===== src/hdl/aadcir_cfg.svh =====
`ifndef AADCIR_CFG_SVH
`define AADCIR_CFG_SVH

// register addresses on the internal register port
`define AADCIR_ADDR_CONFIG     8'h32
`define AADCIR_ADDR_MASK       8'h33
`define AADCIR_ADDR_LATCHED    8'h36

// reset values
`define AADCIR_RST_CONFIG      8'h00
`define AADCIR_RST_MASK        8'hFF
`define AADCIR_RST_LATCHED     8'h00
`define AADCIR_RST_RDATA       8'h00

// configuration field positions
`define AADCIR_CFG_POL_BIT     7
`define AADCIR_CFG_MODE_HI     6
`define AADCIR_CFG_MODE_LO     5
`define AADCIR_CFG_RDBK_BIT    2

// source bit positions in mask and latched status
`define AADCIR_SRC_CLK_ERR     7
`define AADCIR_SRC_LOCK        6
`define AADCIR_SRC_MIX_SAT     5
`define AADCIR_SRC_VAD_UP      4
`define AADCIR_SRC_VAD_DOWN    3
`define AADCIR_SRC_LO          3
`define AADCIR_SRC_HI          7

// event mode field codes
`define AADCIR_MODE_LEVEL      2'h0
`define AADCIR_MODE_UNUSED     2'h1
`define AADCIR_MODE_REPEAT     2'h2
`define AADCIR_MODE_SINGLE     2'h3

// pin timing
`define AADCIR_CLK_KHZ         10000
`define AADCIR_PULSE_US        2000
`define AADCIR_PERIOD_US       4000
`define AADCIR_PULSE_CYCLES    ((`AADCIR_PULSE_US * `AADCIR_CLK_KHZ) / 1000)
`define AADCIR_PERIOD_CYCLES   ((`AADCIR_PERIOD_US * `AADCIR_CLK_KHZ) / 1000)
`define AADCIR_CNT_W           16

`endif


===== src/hdl/aadcir_pkg.sv =====
`default_nettype none
package aadcir_pkg;

  typedef enum logic [1:0] {
    AADCIR_TMR_IDLE,
    AADCIR_TMR_SHOT,
    AADCIR_TMR_REPEAT
  } aadcir_tmr_state_t;

  typedef struct packed {
    aadcir_tmr_state_t state;
    logic [15:0]       cnt;
  } aadcir_tmr_t;

  typedef struct packed {
    logic       pol;
    logic [1:0] mode;
    logic       rdbk;
    logic [7:0] mask;
    logic [7:0] latched;
    logic [7:0] rdata;
    logic       rvalid;
    logic       irq_pin;
  } aadcir_regs_t;

endpackage : aadcir_pkg

`default_nettype wire


===== src/hdl/aadcir_top.sv =====
// Notes on behaviour
// - polarity bit zero drives the pin active low, one drives it active high
// - mode zero asserts the pin while any unmasked latched source is set
// - mode two repeats a 2 ms active pulse every 4 ms while unmasked set
// - mode three gives a 2 ms pulse per unmasked event; an event during a pulse restarts it
// - readback select one hides masked sources in latched status readback
// - mask resets to all ones; zero enables a source, one masks it
// - mask bits 7..3: clock error, lock, saturation, vad up, vad down
// - latched bits 7, 6, 5 set on clock error, lock, saturation; self clear
// - latched bits 4 and 3 set on vad power up and power down; self clear
// - latched status is read only, resets to zero, bits 2..0 read zero
// - configuration register holds polarity, mode, readback; resets zero
`timescale 1ns/1ps
`default_nettype none
`include "aadcir_cfg.svh"

module aadcir_top #(
  parameter int unsigned PULSE_CYCLES  = `AADCIR_PULSE_CYCLES,
  parameter int unsigned PERIOD_CYCLES = `AADCIR_PERIOD_CYCLES
) (
  // clock and reset
  input  wire logic       clk,
  input  wire logic       rst,
  // register port
  input  wire logic [7:0] reg_addr,
  input  wire logic [7:0] reg_wdata,
  input  wire logic       reg_wr,
  input  wire logic       reg_rd,
  output logic      [7:0] reg_rdata,
  output logic            reg_rvalid,
  // event sources, one-cycle pulses from device logic
  input  wire logic       ev_clock_error,
  input  wire logic       ev_pll_lock,
  input  wire logic       ev_mix_saturation,
  input  wire logic       ev_vad_power_up,
  input  wire logic       ev_vad_power_down,
  // interrupt pin
  output logic            irq_pin
);

  localparam int unsigned LO = `AADCIR_SRC_LO;
  localparam int unsigned HI = `AADCIR_SRC_HI;

  aadcir_pkg::aadcir_regs_t cur;
  aadcir_pkg::aadcir_regs_t next_cur;

  logic [7:0] src;
  logic [7:0] unmasked;
  logic [7:0] shown;
  logic [7:0] next_latched;
  logic       rd_latched;
  logic       wr_config;
  logic       wr_mask;
  logic       level_active;
  logic       shot_trigger;
  logic       repeat_hold;
  logic       timer_active;
  logic       pin_active;

  ////////////////////////////////////////////////////////////////////////////
  // event sources gathered at their status positions
  always_comb begin
    src                           = 8'h00;
    src[`AADCIR_SRC_CLK_ERR]      = ev_clock_error;
    src[`AADCIR_SRC_LOCK]         = ev_pll_lock;
    src[`AADCIR_SRC_MIX_SAT]      = ev_mix_saturation;
    src[`AADCIR_SRC_VAD_UP]       = ev_vad_power_up;
    src[`AADCIR_SRC_VAD_DOWN]     = ev_vad_power_down;
  end

  assign unmasked   = cur.latched & ~cur.mask;
  assign shown      = cur.rdbk ? unmasked : cur.latched;
  assign rd_latched = reg_rd && (reg_addr == `AADCIR_ADDR_LATCHED);
  assign wr_config  = reg_wr && (reg_addr == `AADCIR_ADDR_CONFIG);
  assign wr_mask    = reg_wr && (reg_addr == `AADCIR_ADDR_MASK);

  ////////////////////////////////////////////////////////////////////////////
  // latched status, one slice per source; a new event wins over the clear
  genvar gi;
  generate
    for (gi = 0; gi < 8; gi++) begin : g_latch
      if (gi >= LO && gi <= HI) begin : g_src
        assign next_latched[gi] = src[gi] |
          (cur.latched[gi] & ~(rd_latched & shown[gi]));
      end else begin : g_rsvd
        assign next_latched[gi] = 1'b0;
      end
    end
  endgenerate

  ////////////////////////////////////////////////////////////////////////////
  // pin drive by event mode
  // mode one is not to be used; it falls back to level behaviour
  assign level_active = |unmasked[HI:LO];
  assign repeat_hold  = (cur.mode == `AADCIR_MODE_REPEAT) &&
                        (|unmasked[HI:LO]);
  assign shot_trigger = (cur.mode == `AADCIR_MODE_SINGLE) &&
                        (|(src[HI:LO] & ~cur.mask[HI:LO]));

  aadcir_pulse_timer #(
    .CNT_W         (`AADCIR_CNT_W),
    .PULSE_CYCLES  (PULSE_CYCLES),
    .PERIOD_CYCLES (PERIOD_CYCLES)
  ) u_timer (
    .clk     (clk),
    .rst     (rst),
    .trigger (shot_trigger),
    .hold    (repeat_hold),
    .active  (timer_active)
  );

  always_comb begin
    case (cur.mode)
      `AADCIR_MODE_LEVEL:  pin_active = level_active;
      `AADCIR_MODE_UNUSED: pin_active = level_active;
      `AADCIR_MODE_REPEAT: pin_active = timer_active;
      `AADCIR_MODE_SINGLE: pin_active = timer_active;
      default:             pin_active = level_active;
    endcase
  end

  ////////////////////////////////////////////////////////////////////////////
  // register writes, reads and next state
  always_comb begin
    next_cur         = cur;
    next_cur.latched = next_latched;
    next_cur.rvalid  = reg_rd;
    if (wr_config) begin
      next_cur.pol  = reg_wdata[`AADCIR_CFG_POL_BIT];
      next_cur.mode = reg_wdata[`AADCIR_CFG_MODE_HI:`AADCIR_CFG_MODE_LO];
      next_cur.rdbk = reg_wdata[`AADCIR_CFG_RDBK_BIT];
    end
    // reserved mask bits are stored as written; host keeps them at one
    if (wr_mask) begin
      next_cur.mask = reg_wdata;
    end
    if (reg_rd) begin
      case (reg_addr)
        `AADCIR_ADDR_CONFIG: begin
          next_cur.rdata = 8'h00;
          next_cur.rdata[`AADCIR_CFG_POL_BIT] = cur.pol;
          next_cur.rdata[`AADCIR_CFG_MODE_HI:`AADCIR_CFG_MODE_LO] = cur.mode;
          next_cur.rdata[`AADCIR_CFG_RDBK_BIT] = cur.rdbk;
        end
        `AADCIR_ADDR_MASK:    next_cur.rdata = cur.mask;
        `AADCIR_ADDR_LATCHED: next_cur.rdata = shown;
        default:              next_cur.rdata = 8'h00;
      endcase
    end
    // pin registered so it carries no combinational glitch
    next_cur.irq_pin = cur.pol ? pin_active : ~pin_active;
  end

  always_ff @(posedge clk) begin
    if (rst) begin
      cur.pol     <= 1'b0;
      cur.mode    <= `AADCIR_MODE_LEVEL;
      cur.rdbk    <= 1'b0;
      cur.mask    <= `AADCIR_RST_MASK;
      cur.latched <= `AADCIR_RST_LATCHED;
      cur.rdata   <= `AADCIR_RST_RDATA;
      cur.rvalid  <= 1'b0;
      cur.irq_pin <= 1'b1;
    end else begin
      cur <= next_cur;
    end
  end

  assign reg_rdata  = cur.rdata;
  assign reg_rvalid = cur.rvalid;
  assign irq_pin    = cur.irq_pin;

endmodule : aadcir_top

`default_nettype wire


===== src/hdl/aadcir_pulse_timer.sv =====
`timescale 1ns/1ps
`default_nettype none
`include "aadcir_cfg.svh"

module aadcir_pulse_timer #(
  parameter int unsigned CNT_W         = `AADCIR_CNT_W,
  parameter int unsigned PULSE_CYCLES  = `AADCIR_PULSE_CYCLES,
  parameter int unsigned PERIOD_CYCLES = `AADCIR_PERIOD_CYCLES
) (
  // clock and reset
  input  wire logic clk,
  input  wire logic rst,
  // control
  input  wire logic trigger,
  input  wire logic hold,
  // pulse out
  output logic      active
);

  localparam logic [CNT_W-1:0] PULSE_LAST  = CNT_W'(PULSE_CYCLES - 1);
  localparam logic [CNT_W-1:0] PULSE_LEN   = CNT_W'(PULSE_CYCLES);
  localparam logic [CNT_W-1:0] PERIOD_LAST = CNT_W'(PERIOD_CYCLES - 1);

  aadcir_pkg::aadcir_tmr_t cur;
  aadcir_pkg::aadcir_tmr_t next_cur;

  ////////////////////////////////////////////////////////////////////////////
  always_comb begin
    next_cur = cur;
    case (cur.state)
      aadcir_pkg::AADCIR_TMR_IDLE: begin
        if (hold) begin
          next_cur.state = aadcir_pkg::AADCIR_TMR_REPEAT;
          next_cur.cnt   = '0;
        end else if (trigger) begin
          next_cur.state = aadcir_pkg::AADCIR_TMR_SHOT;
          next_cur.cnt   = '0;
        end
      end
      aadcir_pkg::AADCIR_TMR_SHOT: begin
        // a new event restarts the pulse so each one gets its full width
        if (hold) begin
          next_cur.state = aadcir_pkg::AADCIR_TMR_REPEAT;
        end else if (trigger) begin
          next_cur.cnt = '0;
        end else if (cur.cnt >= PULSE_LAST) begin
          next_cur.state = aadcir_pkg::AADCIR_TMR_IDLE;
          next_cur.cnt   = '0;
        end else begin
          next_cur.cnt = cur.cnt + 1'b1;
        end
      end
      aadcir_pkg::AADCIR_TMR_REPEAT: begin
        if (hold) begin
          // 2 ms on, 2 ms off for as long as the cause remains
          if (cur.cnt == PERIOD_LAST) begin
            next_cur.cnt = '0;
          end else begin
            next_cur.cnt = cur.cnt + 1'b1;
          end
        end else if (cur.cnt < PULSE_LAST) begin
          // finish the running pulse rather than leave a runt on the pin
          next_cur.state = aadcir_pkg::AADCIR_TMR_SHOT;
          next_cur.cnt   = cur.cnt + 1'b1;
        end else begin
          next_cur.state = aadcir_pkg::AADCIR_TMR_IDLE;
          next_cur.cnt   = '0;
        end
      end
      default: begin
        next_cur.state = aadcir_pkg::AADCIR_TMR_IDLE;
        next_cur.cnt   = '0;
      end
    endcase
  end

  always_ff @(posedge clk) begin
    if (rst) begin
      cur.state <= aadcir_pkg::AADCIR_TMR_IDLE;
      cur.cnt   <= '0;
    end else begin
      cur <= next_cur;
    end
  end

  assign active = (cur.state != aadcir_pkg::AADCIR_TMR_IDLE) &&
                  (cur.cnt < PULSE_LEN);

endmodule : aadcir_pulse_timer

`default_nettype wire


===== config.mk =====
export PLATFORM = sky130hd
export DESIGN_NAME = aadcir_top
export DESIGN_NICKNAME = d
export VERILOG_FILES = /design/src/hdl/aadcir_pkg.sv /design/src/hdl/aadcir_top.sv /design/src/hdl/aadcir_pulse_timer.sv
export VERILOG_INCLUDE_DIRS = /design/src /design/src/hdl
export SDC_FILE = /design/constraint.sdc
export NUM_CORES = 1
export LEC_CHECK = 0
export ABC_AREA = 1
export BUFFER_PORTS_ARGS = -buffer_cell sky130_fd_sc_hd__buf_4
export CAP_MARGIN = 5
export CORE_UTILIZATION = 57
export DETAILED_ROUTE_END_ITERATION = 8
export PLACE_DENSITY = 0.89
export SYNTH_ARGS = -nofsm -noshare
export SYNTH_HDL_FRONTEND = slang
export SYNTH_SLANG_ARGS = --single-unit

===== constraint.sdc =====
create_clock -name clk -period 1.7 [get_ports clk]
set_input_delay 0.255 -clock clk [delete_from_list [all_inputs] [get_ports clk]]
set_output_delay 0.255 -clock clk [all_outputs]
set_load 0.03 [all_outputs]

==> impl_metrics.yaml <==
timing:
  period_needed_ns: 1.68
  slew_viol_final: 0
  fin_skew_ns: 0.00696
  timing.fmax_mhz: 594
  period_share_pct: 99.0
  maxSlewHeadroom_pct: 70.8
  tns_ns: 0
  worst-slew-pin-transition_ns: 0.436
  hold_violations: 0
  timing.hold.ws_ns: 0.149
  setup_viol: 0
route:
  wl_um: 6820
  wl_per_cell_um: 14.5
  num_vias: 2732
  viasPerCell: 5.80
  drtIter0Drc: 346
  ant_nets: 0
  dr.pass1.iters: 5
  drc: 0
global_routing:
  grt_pass1_wl_um: 10400
  overflow: 0
  grt_start_max_net_pins: 28
  grt_usage_pct: 26.3
  antenna_found_initial: 0
  grt_pass1_vias: 2299
synthesis:
  synth_nets: 408
  synth_top_family_by_area: "simple AND/OR/NAND/NOR gates"
  synth_area_per_cell_um2: 6.71
  synthAdderAreaFrac_pct: 0.488
  synth-simple-area-share_pct: 41.1
  ys_seq_area_share_pct: 35.1
  synth_cells: 382
  netlist-cell-type-count: 35
  ys_ff_latch: 45
  syn_area_mm2: 0.00256
  synth.area.mux_share_pct: 0
  yosysWarnings: 0
  synth_xor_area_share_pct: 0.341
  synth_compound_area_share_pct: 11.5
final_layout:
  layout_commonest_cell: "nand2_1"
  antenna_cells: 0
  area_growth_pct: 17.9
  nets: 446
  layout_common_cells: "nand2_1, buf_4, nand3_1"
  n_fill_cell: 330
  drive_gt1_share_pct: 26.3
cts:
  cts_buffers: 5
  clock_sinks: 45
  ctsHoldBuffers: 0
  clk_latency_ns: 0.30
  cts_tree: "yes"
  cts-root-buf: "clkbuf_8"
  clk_pin_slew_ns: 0.08
  clockBufferDepth: 2
  cts.htree.levels: 2
setup_path:
  path_cells: "inv_2 > nand2_1 > nand3_2 > nand2b_1 > nand3_2 > nand2_4 > buf_4 > o21ai_0 > nand2_1 > nor2_2"
  cp_slowest_cell: "dfxtp_2"
  rrSetupSlack_ns: 0.02
  critPathMaxFanout: 6
  critPathCaptureType: "register"
  required_ns: 1.94
  startpoint_type: "register"
  crit_arrival_ns: 1.93
  max_stage_delay_ns: 0.36
  worstSetupPathType: "reg -> reg"
  critPathBufInv: 2
  crit_family: "simple AND/OR/NAND/NOR gates"
die:
  start_util_pct: 58.9
  core-area_mm2: 0.00435
  ioPinCount: 35
  num_rows: 24
  die_w_um: 69.1
  die_y_um: 69.1
  fp.dieArea_mm2: 0.00477
run:
  maxCapViolations: 0
placement:
  hpwl_um: 4460
  place.port_buffers: 34
  place.gp.congestion: 0.906
pwr:
  irDropWorstVdd_mv: 0.480
  power_mw: 1.81
  p_leak_nw: 1.29
  p_per_area_mw_per_mm2: 598
status:
  outcome: "finished, final reports clean"
hold_path:
  hold_path.class: "in -> reg"
[routing by layer]
layer  wire [um]  up-vias  track usage, %
met5           0        -               0
met4         136        0            8.39
met3         806       14            5.70
met2        3090      183            38.9
met1        2780     1232            38.0
li1            -     1303               -
[final timing paths]
check / start / endpoint / cells after the start
min: reg_wdata[1] / cur[19] / 3
max reg2reg: cur[21] / u_timer.cur[7] / 10
max: cur[21] / u_timer.cur[7] / 10
min reg2reg: reg_rdata[3] / reg_rdata[3] / 2
[cells in the mapped netlist]
| cell type | number | area, um2 |
|---|---|---|
| nand2_1 | 95 | 357 |
| dfxtp_1 | 45 | 901 |
| nand3_1 | 39 | 195 |
| inv_1 | 35 | 131 |
| nor2_1 | 35 | 131 |
| a21oi_1 | 29 | 145 |
| o21ai_0 | 21 | 105 |
| nor3_1 | 10 | 50.1 |
| nand4_1 | 9 | 56.3 |
| buf_4 | 8 | 60.1 |
| nor2_2 | 8 | 50.1 |
| inv_2 | 7 | 26.3 |
| nor2_4 | 6 | 67.6 |
| nand2_2 | 5 | 31.3 |
| clkbuf_1 | 3 | 11.3 |
| nand2_4 | 3 | 33.8 |
| nand3_2 | 3 | 30.0 |
| buf_6 | 2 | 22.5 |
| clkinv_1 | 2 | 7.51 |
| o21ai_1 | 2 | 10.0 |
| and2_1 | 1 | 6.26 |
| buf_1 | 1 | 3.75 |
| buf_12 | 1 | 20.0 |
| buf_2 | 1 | 5.00 |
| ha_1 | 1 | 12.5 |
| inv_4 | 1 | 6.26 |
| nand2b_1 | 1 | 6.26 |
| nand3b_1 | 1 | 7.51 |
| nand4_2 | 1 | 12.5 |
| nor4_2 | 1 | 12.5 |
| o21a_1 | 1 | 7.51 |
| o21ai_4 | 1 | 16.3 |
| o21bai_2 | 1 | 11.3 |
| or2_2 | 1 | 6.26 |
| xnor2_1 | 1 | 8.76 |
[cell type report]
cell class | count | area, um2 | share of cell area, %
Clock buffer | 5 | 68.8 | 2.28
Clock inverter | 1 | 5.00 | 0.166
Timing Repair Buffer | 45 | 338 | 11.2
Inverter | 45 | 171 | 5.67
Multi-Input combinational cell | 278 | 1470 | 48.5
Sequential cell | 45 | 910 | 30.1
Tap cell | 52 | 65.1 | 2.15
[report_power, final]
part | total (mW) | leakage (nW) | internal (mW) | switching [mW]
Clock | 0.620 | 0.0399 | 0.271 | 0.349
Combinational | 0.116 | 0.882 | 0.0529 | 0.0628
Sequential | 1.07 | 0.365 | 1.06 | 0.00851
[cells by family (layout without fill, tap and decap cells)]
group	count (synthesis)	after routing
adders and majority gates	1	1
and+or+nand+nor	219	221
DFF	45	45
xor gates and xnor gates	1	1
buffers and inverters	61	96
AOI/OAI and AO/OA	55	55
[through the flow]
step | cells | util, % | cell area, um2 | setup WS, ns
finish | 471 | 69.4 | 3020 | 0.0171
global route | 471 | 69.4 | 3020 | -0.0664
CTS | 466 | 66.8 | 2910 | 0.0231
detailed placement | 460 | 64.8 | 2820 | 0.00764
global placement | 460 | 64.8 | 2820 | 0.0517
floorplan | 382 | - | 2560 | 0.132
[worst min-delay path, cell delays in order]
cell     delay (ns)
buf_4          0.08
nand2_1        0.04
nand3_1        0.05
[flip-flops by register name, summed over array words and instances, names as in the netlist]
name         cells
cur             17
irq_pin          1
reg_rdata        8
reg_rvalid       1
u_timer.cur     18
[what timing repair did]
action                     CTS  global route
cloned                       0             2
setup endpoints to repair    1            15
buffers inserted             0             3
gates resized for setup      2            24
pin swaps                    0             4
Power figures use the tool's default switching activity.
